===== config.mk =====
export PLATFORM = sky130hd
export DESIGN_NAME = motor_limits
export DESIGN_NICKNAME = d
export VERILOG_FILES = /design/src/pkg/limit_pkg.sv /design/src/pkg/nv_if.sv /design/src/rtl/nv_store.sv /design/src/rtl/motor_limits.sv
export SDC_FILE = /design/constraint.sdc
export NUM_CORES = 2
export LEC_CHECK = 0
export BUFFER_PORTS_ARGS = -buffer_cell sky130_fd_sc_hd__buf_2
export CAP_MARGIN = 20
export CELL_PAD_IN_SITES_DETAIL_PLACEMENT = 1
export CELL_PAD_IN_SITES_GLOBAL_PLACEMENT = 1
export CORE_MARGIN = 4
export CORE_UTILIZATION = 30
export CTS_CLUSTER_SIZE = 12
export DETAILED_ROUTE_END_ITERATION = 7
export GPL_ROUTABILITY_DRIVEN = 0
export PLACE_DENSITY = 0.64
export SETUP_SLACK_MARGIN = 0.4
export SLEW_MARGIN = 5
export SYNTH_ARGS = -nofsm -noshare
export SYNTH_HDL_FRONTEND = slang
export SYNTH_SLANG_ARGS = --single-unit

===== constraint.sdc =====
create_clock -name i_mclk -period 46.2 [get_ports i_mclk]
set_input_delay 6.93 -clock i_mclk [delete_from_list [all_inputs] [get_ports i_mclk]]
set_output_delay 6.93 -clock i_mclk [all_outputs]
set_load 0.005 [all_outputs]

===== src/pkg/limit_pkg.sv =====
// package of constants and types for the current and speed limit stage
package limit_pkg;

  // ----------------------------------------------------------------
  // parameter addresses
  // ----------------------------------------------------------------
  localparam logic [15:0] ADDR_SPEED_CEIL = 16'h0612;
  localparam logic [15:0] ADDR_STAND_PCT = 16'h1414;
  localparam logic [15:0] ADDR_RAMP_PCT = 16'h1416;
  localparam logic [15:0] ADDR_CRUISE_PCT = 16'h1418;

  // ----------------------------------------------------------------
  // reset values and legal ranges
  // ----------------------------------------------------------------
  localparam logic [15:0] RST_SPEED_CEIL = 16'h3390;
  localparam logic [15:0] RST_STAND_PCT = 16'h0046;
  localparam logic [15:0] RST_RAMP_PCT = 16'h0064;
  localparam logic [15:0] RST_CRUISE_PCT = 16'h0064;
  localparam logic [15:0] PCT_MIN = 16'h0001;
  localparam logic [15:0] PCT_MAX = 16'h0064;
  localparam logic [15:0] SPEED_MIN = 16'h003C;
  localparam logic [15:0] SPEED_MAX = 16'h3390;

  // ----------------------------------------------------------------
  // operating mode codes (16-bit signed)
  // ----------------------------------------------------------------
  localparam logic [15:0] MODE_JOG = 16'hFFFF;
  localparam logic [15:0] MODE_PROF_POS = 16'h0001;
  localparam logic [15:0] MODE_PROF_VEL = 16'h0003;
  localparam logic [15:0] MODE_HOMING = 16'h0006;
  localparam logic [15:0] MODE_CSP = 16'h0008;

  // ----------------------------------------------------------------
  // motion phase and nonvolatile copy state
  // ----------------------------------------------------------------
  typedef enum logic [1:0] {
    PH_REST = 2'b00,
    PH_RAMP = 2'b01,
    PH_CRUISE = 2'b11
  } phase_t;

  typedef enum logic [1:0] {
    NV_IDLE = 2'b00,
    NV_COPY = 2'b01,
    NV_DONE = 2'b11
  } nv_state_t;

  localparam int NV_WORDS = 4;
  localparam logic [1:0] NV_LAST = 2'h3;

endpackage


===== src/pkg/nv_if.sv =====
// interface between the limit stage and its nonvolatile store
`timescale 1ns/100ps
`default_nettype none
interface nv_if;
  logic we; // write strobe, held high for the four copy cycles
  logic [1:0] waddr; // word index
  logic [15:0] wdata; // word to keep
  logic [1:0] raddr; // read index
  logic [15:0] rdata; // registered read data
  modport master (output we, output waddr, output wdata, output raddr, input rdata);
  modport store (input we, input waddr, input wdata, input raddr, output rdata);
endinterface
`default_nettype wire


===== src/rtl/nv_store.sv =====
// small word store standing in for the nonvolatile parameter memory
`timescale 1ns/100ps
`default_nettype none
module nv_store
(
  input wire logic i_mclk,
  input wire logic i_ce,
  nv_if.store nv
);
  // storage array, no reset: its contents model persistence
  logic [15:0] mem_q [0:limit_pkg::NV_WORDS-1];

  // ----------------------------------------------------------------
  // write port
  // ----------------------------------------------------------------
  always_ff @(posedge i_mclk)
  begin
    if (i_ce && nv.we)
    begin
      mem_q[nv.waddr] <= nv.wdata;
    end
  end

  // ----------------------------------------------------------------
  // registered read port
  // ----------------------------------------------------------------
  always_ff @(posedge i_mclk)
  begin
    if (i_ce)
    begin
      nv.rdata <= mem_q[nv.raddr];
    end
  end
endmodule
`default_nettype wire


===== src/rtl/motor_limits.sv =====
// current and speed limit stage of the integrated drive
`timescale 1ns/100ps
`default_nettype none
module motor_limits
(
  input wire logic i_mclk,
  input wire logic i_rst,
  input wire logic i_ce,
  // parameter access port
  input wire logic i_wr,
  input wire logic i_rd,
  input wire logic [15:0] i_addr,
  input wire logic [15:0] i_wdata,
  input wire logic i_save,
  input wire logic i_pass_restore,
  output logic [15:0] o_rdata,
  output logic o_ack,
  output logic o_err,
  output logic o_save_busy,
  output logic o_pass_is_default,
  // drive state
  input wire logic i_stage_on,
  input wire logic i_moving,
  input wire logic i_accel,
  input wire logic [15:0] i_mode,
  input wire logic [15:0] i_ref_speed,
  input wire logic [15:0] i_nominal_motor_current,
  input wire logic i_pass_change,
  // limit outputs
  output logic [15:0] o_speed_cmd,
  output logic [15:0] o_current_limit,
  output logic [1:0] o_phase
);

  // ----------------------------------------------------------------
  // working storage
  // ----------------------------------------------------------------
  logic [15:0] stand_q; // standstill percent
  logic [15:0] ramp_q; // ramp percent
  logic [15:0] cruise_q; // cruise percent
  logic [15:0] ceil_q; // written speed ceiling
  logic [15:0] ceil_act_q; // ceiling in force for this motion
  logic moving_q; // previous moving level, for start detect
  limit_pkg::phase_t phase_q; // present motion phase
  limit_pkg::nv_state_t nv_q; // save sequencer
  logic [1:0] nv_idx_q; // word being saved
  logic [15:0] nv_word; // word selected for saving

  // write qualifiers, mode decode and scaled current
  logic pct_ok;
  logic spd_ok;
  logic hit_stand;
  logic hit_ramp;
  logic hit_cruise;
  logic hit_ceil;
  logic mode_profile;
  logic [31:0] scaled;

  nv_if nvb ();

  // ----------------------------------------------------------------
  // decode and range checks
  // ----------------------------------------------------------------
  always_comb
  begin
    hit_stand = (i_addr == limit_pkg::ADDR_STAND_PCT);
    hit_ramp = (i_addr == limit_pkg::ADDR_RAMP_PCT);
    hit_cruise = (i_addr == limit_pkg::ADDR_CRUISE_PCT);
    hit_ceil = (i_addr == limit_pkg::ADDR_SPEED_CEIL);
    pct_ok = (i_wdata >= limit_pkg::PCT_MIN) && (i_wdata <= limit_pkg::PCT_MAX);
    spd_ok = (i_wdata >= limit_pkg::SPEED_MIN) && (i_wdata <= limit_pkg::SPEED_MAX);
  end

  // ----------------------------------------------------------------
  // current percent registers, effective immediately
  // ----------------------------------------------------------------
  // writes act at once
  always_ff @(posedge i_mclk or posedge i_rst)
  begin
    if (i_rst)
    begin
      stand_q <= limit_pkg::RST_STAND_PCT;
      ramp_q <= limit_pkg::RST_RAMP_PCT;
      cruise_q <= limit_pkg::RST_CRUISE_PCT;
    end
    else if (i_ce && i_wr && pct_ok)
    begin
      if (hit_stand)
        stand_q <= i_wdata;
      if (hit_ramp)
        ramp_q <= i_wdata;
      if (hit_cruise)
        cruise_q <= i_wdata;
    end
  end

  // ----------------------------------------------------------------
  // speed ceiling register
  // ----------------------------------------------------------------
  always_ff @(posedge i_mclk or posedge i_rst)
  begin
    if (i_rst)
      ceil_q <= limit_pkg::RST_SPEED_CEIL;
    else if (i_ce && i_wr && hit_ceil && spd_ok && !i_stage_on)
      ceil_q <= i_wdata;
  end

  // ----------------------------------------------------------------
  // active ceiling, taken at movement start
  // ----------------------------------------------------------------
  always_ff @(posedge i_mclk or posedge i_rst)
  begin
    if (i_rst)
    begin
      ceil_act_q <= limit_pkg::RST_SPEED_CEIL;
      moving_q <= 1'b0;
    end
    else if (i_ce)
    begin
      moving_q <= i_moving;
      if (i_moving && !moving_q)
        ceil_act_q <= ceil_q;
    end
  end

  // ----------------------------------------------------------------
  // bus answer: read data, ack and error flag
  // ----------------------------------------------------------------
  always_ff @(posedge i_mclk or posedge i_rst)
  begin
    if (i_rst)
    begin
      o_rdata <= 16'h0000;
      o_ack <= 1'b0;
      o_err <= 1'b0;
    end
    else if (i_ce)
    begin
      o_ack <= i_wr || i_rd;
      o_err <= 1'b0;
      if (i_rd)
      begin
        // unmapped addresses read zero and flag an error
        if (hit_stand)
          o_rdata <= stand_q;
        else if (hit_ramp)
          o_rdata <= ramp_q;
        else if (hit_cruise)
          o_rdata <= cruise_q;
        else if (hit_ceil)
          o_rdata <= ceil_q;
        else
        begin
          o_rdata <= 16'h0000;
          o_err <= 1'b1;
        end
      end
      else if (i_wr)
      begin
        if ((hit_stand || hit_ramp || hit_cruise) && !pct_ok)
          o_err <= 1'b1;
        else if (hit_ceil && (!spd_ok || i_stage_on))
          o_err <= 1'b1;
        else if (!(hit_stand || hit_ramp || hit_cruise || hit_ceil))
          o_err <= 1'b1;
      end
    end
  end

  // ----------------------------------------------------------------
  // motion phase
  // ----------------------------------------------------------------
  // phase from motion inputs
  always_ff @(posedge i_mclk or posedge i_rst)
  begin
    if (i_rst)
      phase_q <= limit_pkg::PH_REST;
    else if (i_ce)
    begin
      case ({i_moving, i_accel})
        2'b10: phase_q <= limit_pkg::PH_CRUISE;
        2'b11: phase_q <= limit_pkg::PH_RAMP;
        2'b01: phase_q <= limit_pkg::PH_RAMP;
        default: phase_q <= limit_pkg::PH_REST;
      endcase
    end
  end

  // ----------------------------------------------------------------
  // current ceiling: percent times nominal current over 100
  // ----------------------------------------------------------------
  always_comb
  begin
    case (phase_q)
      limit_pkg::PH_REST: scaled = stand_q * i_nominal_motor_current;
      limit_pkg::PH_RAMP: scaled = ramp_q * i_nominal_motor_current;
      limit_pkg::PH_CRUISE: scaled = cruise_q * i_nominal_motor_current;
      default: scaled = stand_q * i_nominal_motor_current;
    endcase
  end

  // divider is a constant; synthesis folds it into a multiply
  always_ff @(posedge i_mclk or posedge i_rst)
  begin
    if (i_rst)
    begin
      o_current_limit <= 16'h0000;
      o_phase <= 2'b00;
    end
    else if (i_ce)
    begin
      o_current_limit <= 16'(scaled / 32'(limit_pkg::PCT_MAX));
      o_phase <= phase_q;
    end
  end

  // ----------------------------------------------------------------
  // reference speed clamp
  // ----------------------------------------------------------------
  always_comb
  begin
    case (i_mode)
      limit_pkg::MODE_JOG, limit_pkg::MODE_PROF_POS,
      limit_pkg::MODE_PROF_VEL, limit_pkg::MODE_HOMING: mode_profile = 1'b1;
      default: mode_profile = 1'b0; // cyclic and reserved pass through
    endcase
  end

  always_ff @(posedge i_mclk or posedge i_rst)
  begin
    if (i_rst)
      o_speed_cmd <= 16'h0000;
    else if (i_ce)
    begin
      if (mode_profile && (i_ref_speed > ceil_act_q))
        o_speed_cmd <= ceil_act_q;
      else
        o_speed_cmd <= i_ref_speed;
    end
  end

  // ----------------------------------------------------------------
  // web password default flag
  // ----------------------------------------------------------------
  always_ff @(posedge i_mclk or posedge i_rst)
  begin
    if (i_rst)
      o_pass_is_default <= 1'b1;
    else if (i_ce)
    begin
      if (i_pass_restore)
        o_pass_is_default <= 1'b1;
      else if (i_pass_change)
        o_pass_is_default <= 1'b0;
    end
  end

  // ----------------------------------------------------------------
  // save sequencer: copies four words to the store
  // ----------------------------------------------------------------
  always_comb
  begin
    case (nv_idx_q)
      2'h0: nv_word = stand_q;
      2'h1: nv_word = ramp_q;
      2'h2: nv_word = cruise_q;
      default: nv_word = ceil_q;
    endcase
  end

  always_ff @(posedge i_mclk or posedge i_rst)
  begin
    if (i_rst)
    begin
      nv_q <= limit_pkg::NV_IDLE;
      nv_idx_q <= 2'h0;
      o_save_busy <= 1'b0;
    end
    else if (i_ce)
    begin
      case (nv_q)
        limit_pkg::NV_IDLE:
        begin
          nv_idx_q <= 2'h0;
          if (i_save)
          begin
            nv_q <= limit_pkg::NV_COPY;
            o_save_busy <= 1'b1;
          end
        end
        limit_pkg::NV_COPY:
        begin
          nv_idx_q <= nv_idx_q + 2'h1;
          if (nv_idx_q == limit_pkg::NV_LAST)
            nv_q <= limit_pkg::NV_DONE;
        end
        limit_pkg::NV_DONE:
        begin
          nv_q <= limit_pkg::NV_IDLE;
          o_save_busy <= 1'b0;
        end
        default: nv_q <= limit_pkg::NV_IDLE;
      endcase
    end
  end

  assign nvb.we = (nv_q == limit_pkg::NV_COPY);
  assign nvb.waddr = nv_idx_q;
  assign nvb.wdata = nv_word;
  assign nvb.raddr = 2'h0;

  nv_store nv_store_i
  (
    .i_mclk(i_mclk),
    .i_ce(i_ce),
    .nv(nvb)
  );
endmodule
`default_nettype wire


# Yosys cells after proc, flatten, opt, wreduce, memory -nomap -nowiden
# Cells that the tools add are included.
dict set report word_totals {
  reg_bits 141
  inputBits 91
  output_inout_bits 54
  elab_cells 105
}
dict set report classes {
  add_sub_neg 1
  n_mul 3
  div 1
  magnitude_cmp 5
  n_eq_ne 18
  n_mux 25
  n_reduce_logical 35
}
# op n
set ops {}
lappend ops {{$mul 16x16->32} 3}
lappend ops {{$mux 16} 5}
lappend ops {{$pmux 32 s2} 1}
lappend ops {{$eq 16x13->1 const B} 3}
lappend ops {{$div 32x7->32 const B} 1}
lappend ops {{$eq 16x1->1 const B} 1}
lappend ops {{$eq 16x11->1 const B} 1}
lappend ops {{$eq 16x16->1 const B} 1}
lappend ops {{$eq 16x2->1 const B} 1}
lappend ops {{$eq 16x3->1 const B} 1}
lappend ops {{$ge 16x1->1 const B} 1}
lappend ops {{$ge 16x6->1 const B} 1}
lappend ops {{$gt 16x16->1} 1}
lappend ops {{$le 16x14->1 const B} 1}
lappend ops {{$le 16x7->1 const B} 1}
lappend ops {{$reduce_and 2->1} 7}
lappend ops {{$mux 1} 13}
lappend ops {{$pmux 2 s2} 3}
lappend ops {{$logic_and 1x1->1} 11}
lappend ops {{$eq 2x2->1 const B} 5}
lappend ops {{$eq 2x1->1 const B} 3}
lappend ops {{$reduce_and 3->1} 2}
lappend ops {{$reduce_bool 2->1} 3}
lappend ops {{$logic_or 1x1->1} 5}
lappend ops {{other kinds (8)} 13}

# Depth between registers and ports, before layout
dict set report logic_depth {
  ltp_word 9
  depth_mapped 93
  depth_no_buf 79
}

# Worst setup path before layout
# No wires, ideal clock.
dict set report synth_path {
  kind {input-to-reg}
  from {in i_nominal_motor_current[2]}
  to {reg o_current_limit[0]}
  setup_time_ns 0.082
  t_arrival_ns 27.238
  required_ns 46.118
  setup_slack_ns 18.880
  stages 85
  n_path_buf 7
  path_cell_list {clkbuf_1 clkbuf_1 nand2_1 fa_1 inv_1 fa_1 inv_1 fa_1 inv_1 fa_1 fa_1 inv_1 fa_1 inv_1 ha_1 buf_2 a21oi_1 o21bai_1 [... 49 more ...] maj3_2 nor2b_4 o31ai_4 a211oi_2 o31ai_4 a31oi_1 or3_1 and2_1 buf_2 a41o_1 nor2_1 mux2_2 a311oi_2 o2111ai_2 and2_4 o311a_1 nand2b_1 a31oi_1}
}
dict set report synth_between {
  elab_chain_cells 3
  word_cells_on_any_way 5
  classes_between {mul (3); div (1); mux (1)}
}
# item line_no
set synth_rtl {}
lappend synth_rtl {{start: declaration} motor_limits.sv:27} ;# input wire logic [15:0] i_nominal_motor_current,
lappend synth_rtl {{$mul 16x16->32, on equally long branches} n/a}
lappend synth_rtl {{$pmux 32 s2 *} motor_limits.sv:194} ;# case (phase_q)
lappend synth_rtl {{$div 32x7->32 *} motor_limits.sv:212} ;# o_current_limit <= 16'(scaled / 32'(limit_pkg::PCT_MAX));
lappend synth_rtl {{end signal: assignment} motor_limits.sv:212}
lappend synth_rtl {{end: declaration} motor_limits.sv:31} ;# output logic [15:0] o_current_limit,
# Mark *: on every way between the ends. The rest lies on a longest branch, timed or not.
# A chain may end at the register's enable or synchronous reset.

# Final worst setup path
dict set report layout_path {
  from {in i_nominal_motor_current[6]}
  to {reg o_current_limit[0]}
}
# Same word-level chain as after synthesis.

==> results.py <==
metrics = {
    "run_status": {
        "status": "finished clean",
    },
    "routing": {
        "wl_um": 129000,
        "post_drt_wl_per_cell_um": 20.1,
        "drc_errors": 0,
        "firstDrtPassIters": 5,
        "vias": 33417,
        "postRouteAntennaNets": 0,
        "drt-initial-drc-count": 1688,
        "viasPerCell": 5.23,
    },
    "clock_network": {
        "cts_tree": "yes",
        "path_clk_slew_ns": 0.06,
        "clockRootBuffer": "clkbuf_16",
        "clockBufferDepth": 2,
        "insertion_delay_ns": 0.45,
        "clock_sinks": 141,
        "cts_buffers": 17,
        "postCtsSetupBuffers": 0,
        "cts_resized": 0,
        "htreeDepth": 4,
        "holdBufCountCts": 0,
    },
    "floorplan": {
        "rows": 132,
        "core_area_sq_um": 130000,
        "dieWidth_um": 371,
        "die_h_um": 371,
        "pin_count": 145,
        "initial_core_util": 0.303,
        "die_area_sq_um": 137000,
    },
    "critical_path": {
        "critPathArrivalTime_ns": 31.70,
        "cp.required_ns": 46.47,
        "reg2reg_depth": 77,
        "crit_fanout": 48,
        "crit_path_end_kind": "flip-flop",
        "cp-start-kind": "input port",
        "cp_slowest_stage_delay_ns": 0.82,
        "regToRegSetupSlack_ns": 21.13,
        "cp_slowest_cell": "buf_2",
        "crit_top_cell": "fa_1",
        "path_class": "in2reg",
    },
    "timing": {
        "post-route-period-util": 0.680,
        "fmaxAchievable_mhz": 31.8,
        "rsz0062_at_grt": "no",
        "hold_viol": 0,
        "finalSetupViolCount": 0,
        "worst_slew_pin_slew_ns": 1.15,
        "slew_headroom": 0.236,
        "setup_tns_ns": 0,
        "fin_skew_ns": 0.0141,
        "slew_violations": 0,
        "timing.hold.ws_ns": 0.474,
        "period_needed_ns": 31.43,
    },
    "global_routing": {
        "grt_pass1_vias": 36410,
        "grt-ovfl-total": 0,
        "grt_max_degree": 80,
        "grt_use_total": 0.188,
        "grt_pass1_wl_um": 208000,
        "antenna_found_initial": 8,
    },
    "logic_synthesis": {
        "yosys_warnings": 0,
        "synth_edf_count": 0,
        "ys_seq_area_frac": 0.0901,
        "ys_ff_latch": 141,
        "synth_compound_area_frac": 0.159,
        "yosys-mux-area-fraction": 0.0342,
        "synth_fa_ha_area_frac": 0.401,
        "syn_area_sq_um": 39500,
        "ys_types": 127,
        "syn_nets": 5662,
        "synth_ff_type": "dfrtp_1",
        "synthCells": 4660,
        "synth_top_family_by_area": "adder cells",
        "async_reset_ff_frac": 1.00,
        "yosys.area_share.xor_xnor": 0.0261,
        "syn_avg_cell_area_sq_um": 8.47,
        "synthSimpleGateAreaFrac": 0.196,
    },
    "hold_path": {
        "hold_depth": 2,
        "hp-class": "reg2reg",
    },
    "placed_design": {
        "hpwl_um": 101000,
        "dp_cells": 6356,
        "portBuffers": 144,
    },
    "final_layout": {
        "area_growth_syn_to_layout_pct": 7.45,
        "fin_cells": 6393,
        "nFillCells": 15548,
        "fin_nets": 5637,
        "drive_above_1_share": 0.0936,
    },
    "job": {
        "max-cap-violations": 0,
    },
}
layout by cell type (no fill, tap or decap), drive strengths merged, types with 12 or more instances in the layout:
cell type  count
dfrtp        119
nor4          20
fa           582
or3           21
a311oi        17
buf          196
nand4         39
a21oi        199
nor2         183
a31oi         42
a211oi        38
nand3         68
dfstp         22
nor3          69
a211o         14
nand2b        29
inv          726
or2           13
ha           329
mux2i         48
a21o          61
and2         439
o211ai        45
clkbuf        18
nor2b         13
a221oi        30
nand2        583
o31ai         29
a22o          13
o2111ai       19
o22ai         28
mux2          77
o21ai        156
xor2          33
and3          28
and4          12
o21a          28
xnor2         78
kinds of logic after synthesis:
group | count (synthesis)
AOI/OAI and AO/OA | 864
xor gates and xnor gates | 111
adders and majority gates | 917
buffers and inverters | 960
DFF | 141
muxes | 125
and+or+nand+nor | 1542
stage by stage:
stage | setup slack, ns | utilization | instance area, sq um
2_1_floorplan | 18.88 | - | 39500
3_3_place_gp | 15.07 | 0.321 | 41800
3_5_place_dp | 14.56 | 0.321 | 41800
4_1_cts | 14.99 | 0.325 | 42400
5_1_grt | 13.02 | 0.326 | 42400
6_report | 14.77 | 0.326 | 42400
worst paths after layout:
path	start	end
hold reg to reg	o_rdata[6]$_DFFE_PP0P_	o_rdata[6]$_DFFE_PP0P_
setup reg to reg	stand_q[4]$_DFFE_PP0P_	o_current_limit[0]$_DFFE_PP0P_
max in group asynchronous	i_rst	ceil_act_q[9]$_DFFE_PP1P_
hold / removal	o_rdata[6]$_DFFE_PP0P_	o_rdata[6]$_DFFE_PP0P_
setup / recovery	i_nominal_motor_current[6]	o_current_limit[0]$_DFFE_PP0P_
min in group asynchronous	i_rst	o_current_limit[9]$_DFFE_PP0P_
cell usage after synthesis (28+ instances only):
master    instances  area [sq um]
nor2_1          180           676
nand4_1          39           244
a31oi_1          36           225
mux2_2           73           822
a211oi_1         33           248
a21oi_1         189           946
fa_1            582         11700
o21ai_0         109           546
ha_1            329          4120
buf_2            32           160
dfrtp_1         119          2980
nand3_1          68           340
xnor2_1          72           631
nor3_1           66           330
a21o_1           59           443
inv_1           718          2700
nand2b_1         28           175
mux2i_1          48           480
nand2_1         582          2180
o21ai_1          43           215
and2_1          437          2730
o211ai_1         42           315
clkbuf_1        195           732
xor2_1           33           289
metal layers:
metal	vias to the layer above	share of wire	GRT usage
met5	-	0.00038	0
met4	6	0.024	0.0418
met3	129	0.038	0.0167
met2	613	0.48	0.327
met1	17350	0.46	0.255
li1	15319	-	-
flip-flops by register name, summed over array words and instances (netlist names):
name / cells
ceil_act_q: 16
ceil_q: 16
cruise_q: 16
o_current_limit: 16
o_rdata: 16
o_speed_cmd: 16
ramp_q: 16
stand_q: 16
nv_idx_q: 2
nv_q: 2
o_phase: 2
phase_q: 2
moving_q: 1
o_ack: 1
o_err: 1
o_pass_is_default: 1
o_save_busy: 1
worst max-delay path, delay by kind of cell:
| family | cells | cell delay [ns] |
|---|---|---|
| buf+inv | 6 | 1.07 |
| compound gates | 37 | 11.28 |
| mux | 5 | 1.84 |
| xor+xnor | 2 | 0.59 |
| fa+ha+maj | 9 | 4.11 |
| simple gates | 19 | 5.77 |
cell type report:
class                           count  area, sq um  area share
Clock buffer                       18          429      0.0101
Antenna cell                        3         7.51    0.000177
Inverter                          720         2710      0.0638
Timing Repair Buffer              196         1140      0.0268
Sequential cell                   141         3560      0.0839
Multi-Input combinational cell   3559        32200       0.760
Clock inverter                     14          150     0.00354
Tap cell                         1742         2180      0.0514
Power is not shown: default switching activity piles up to over one toggle a cycle in this logic, so the estimate is an artifact.
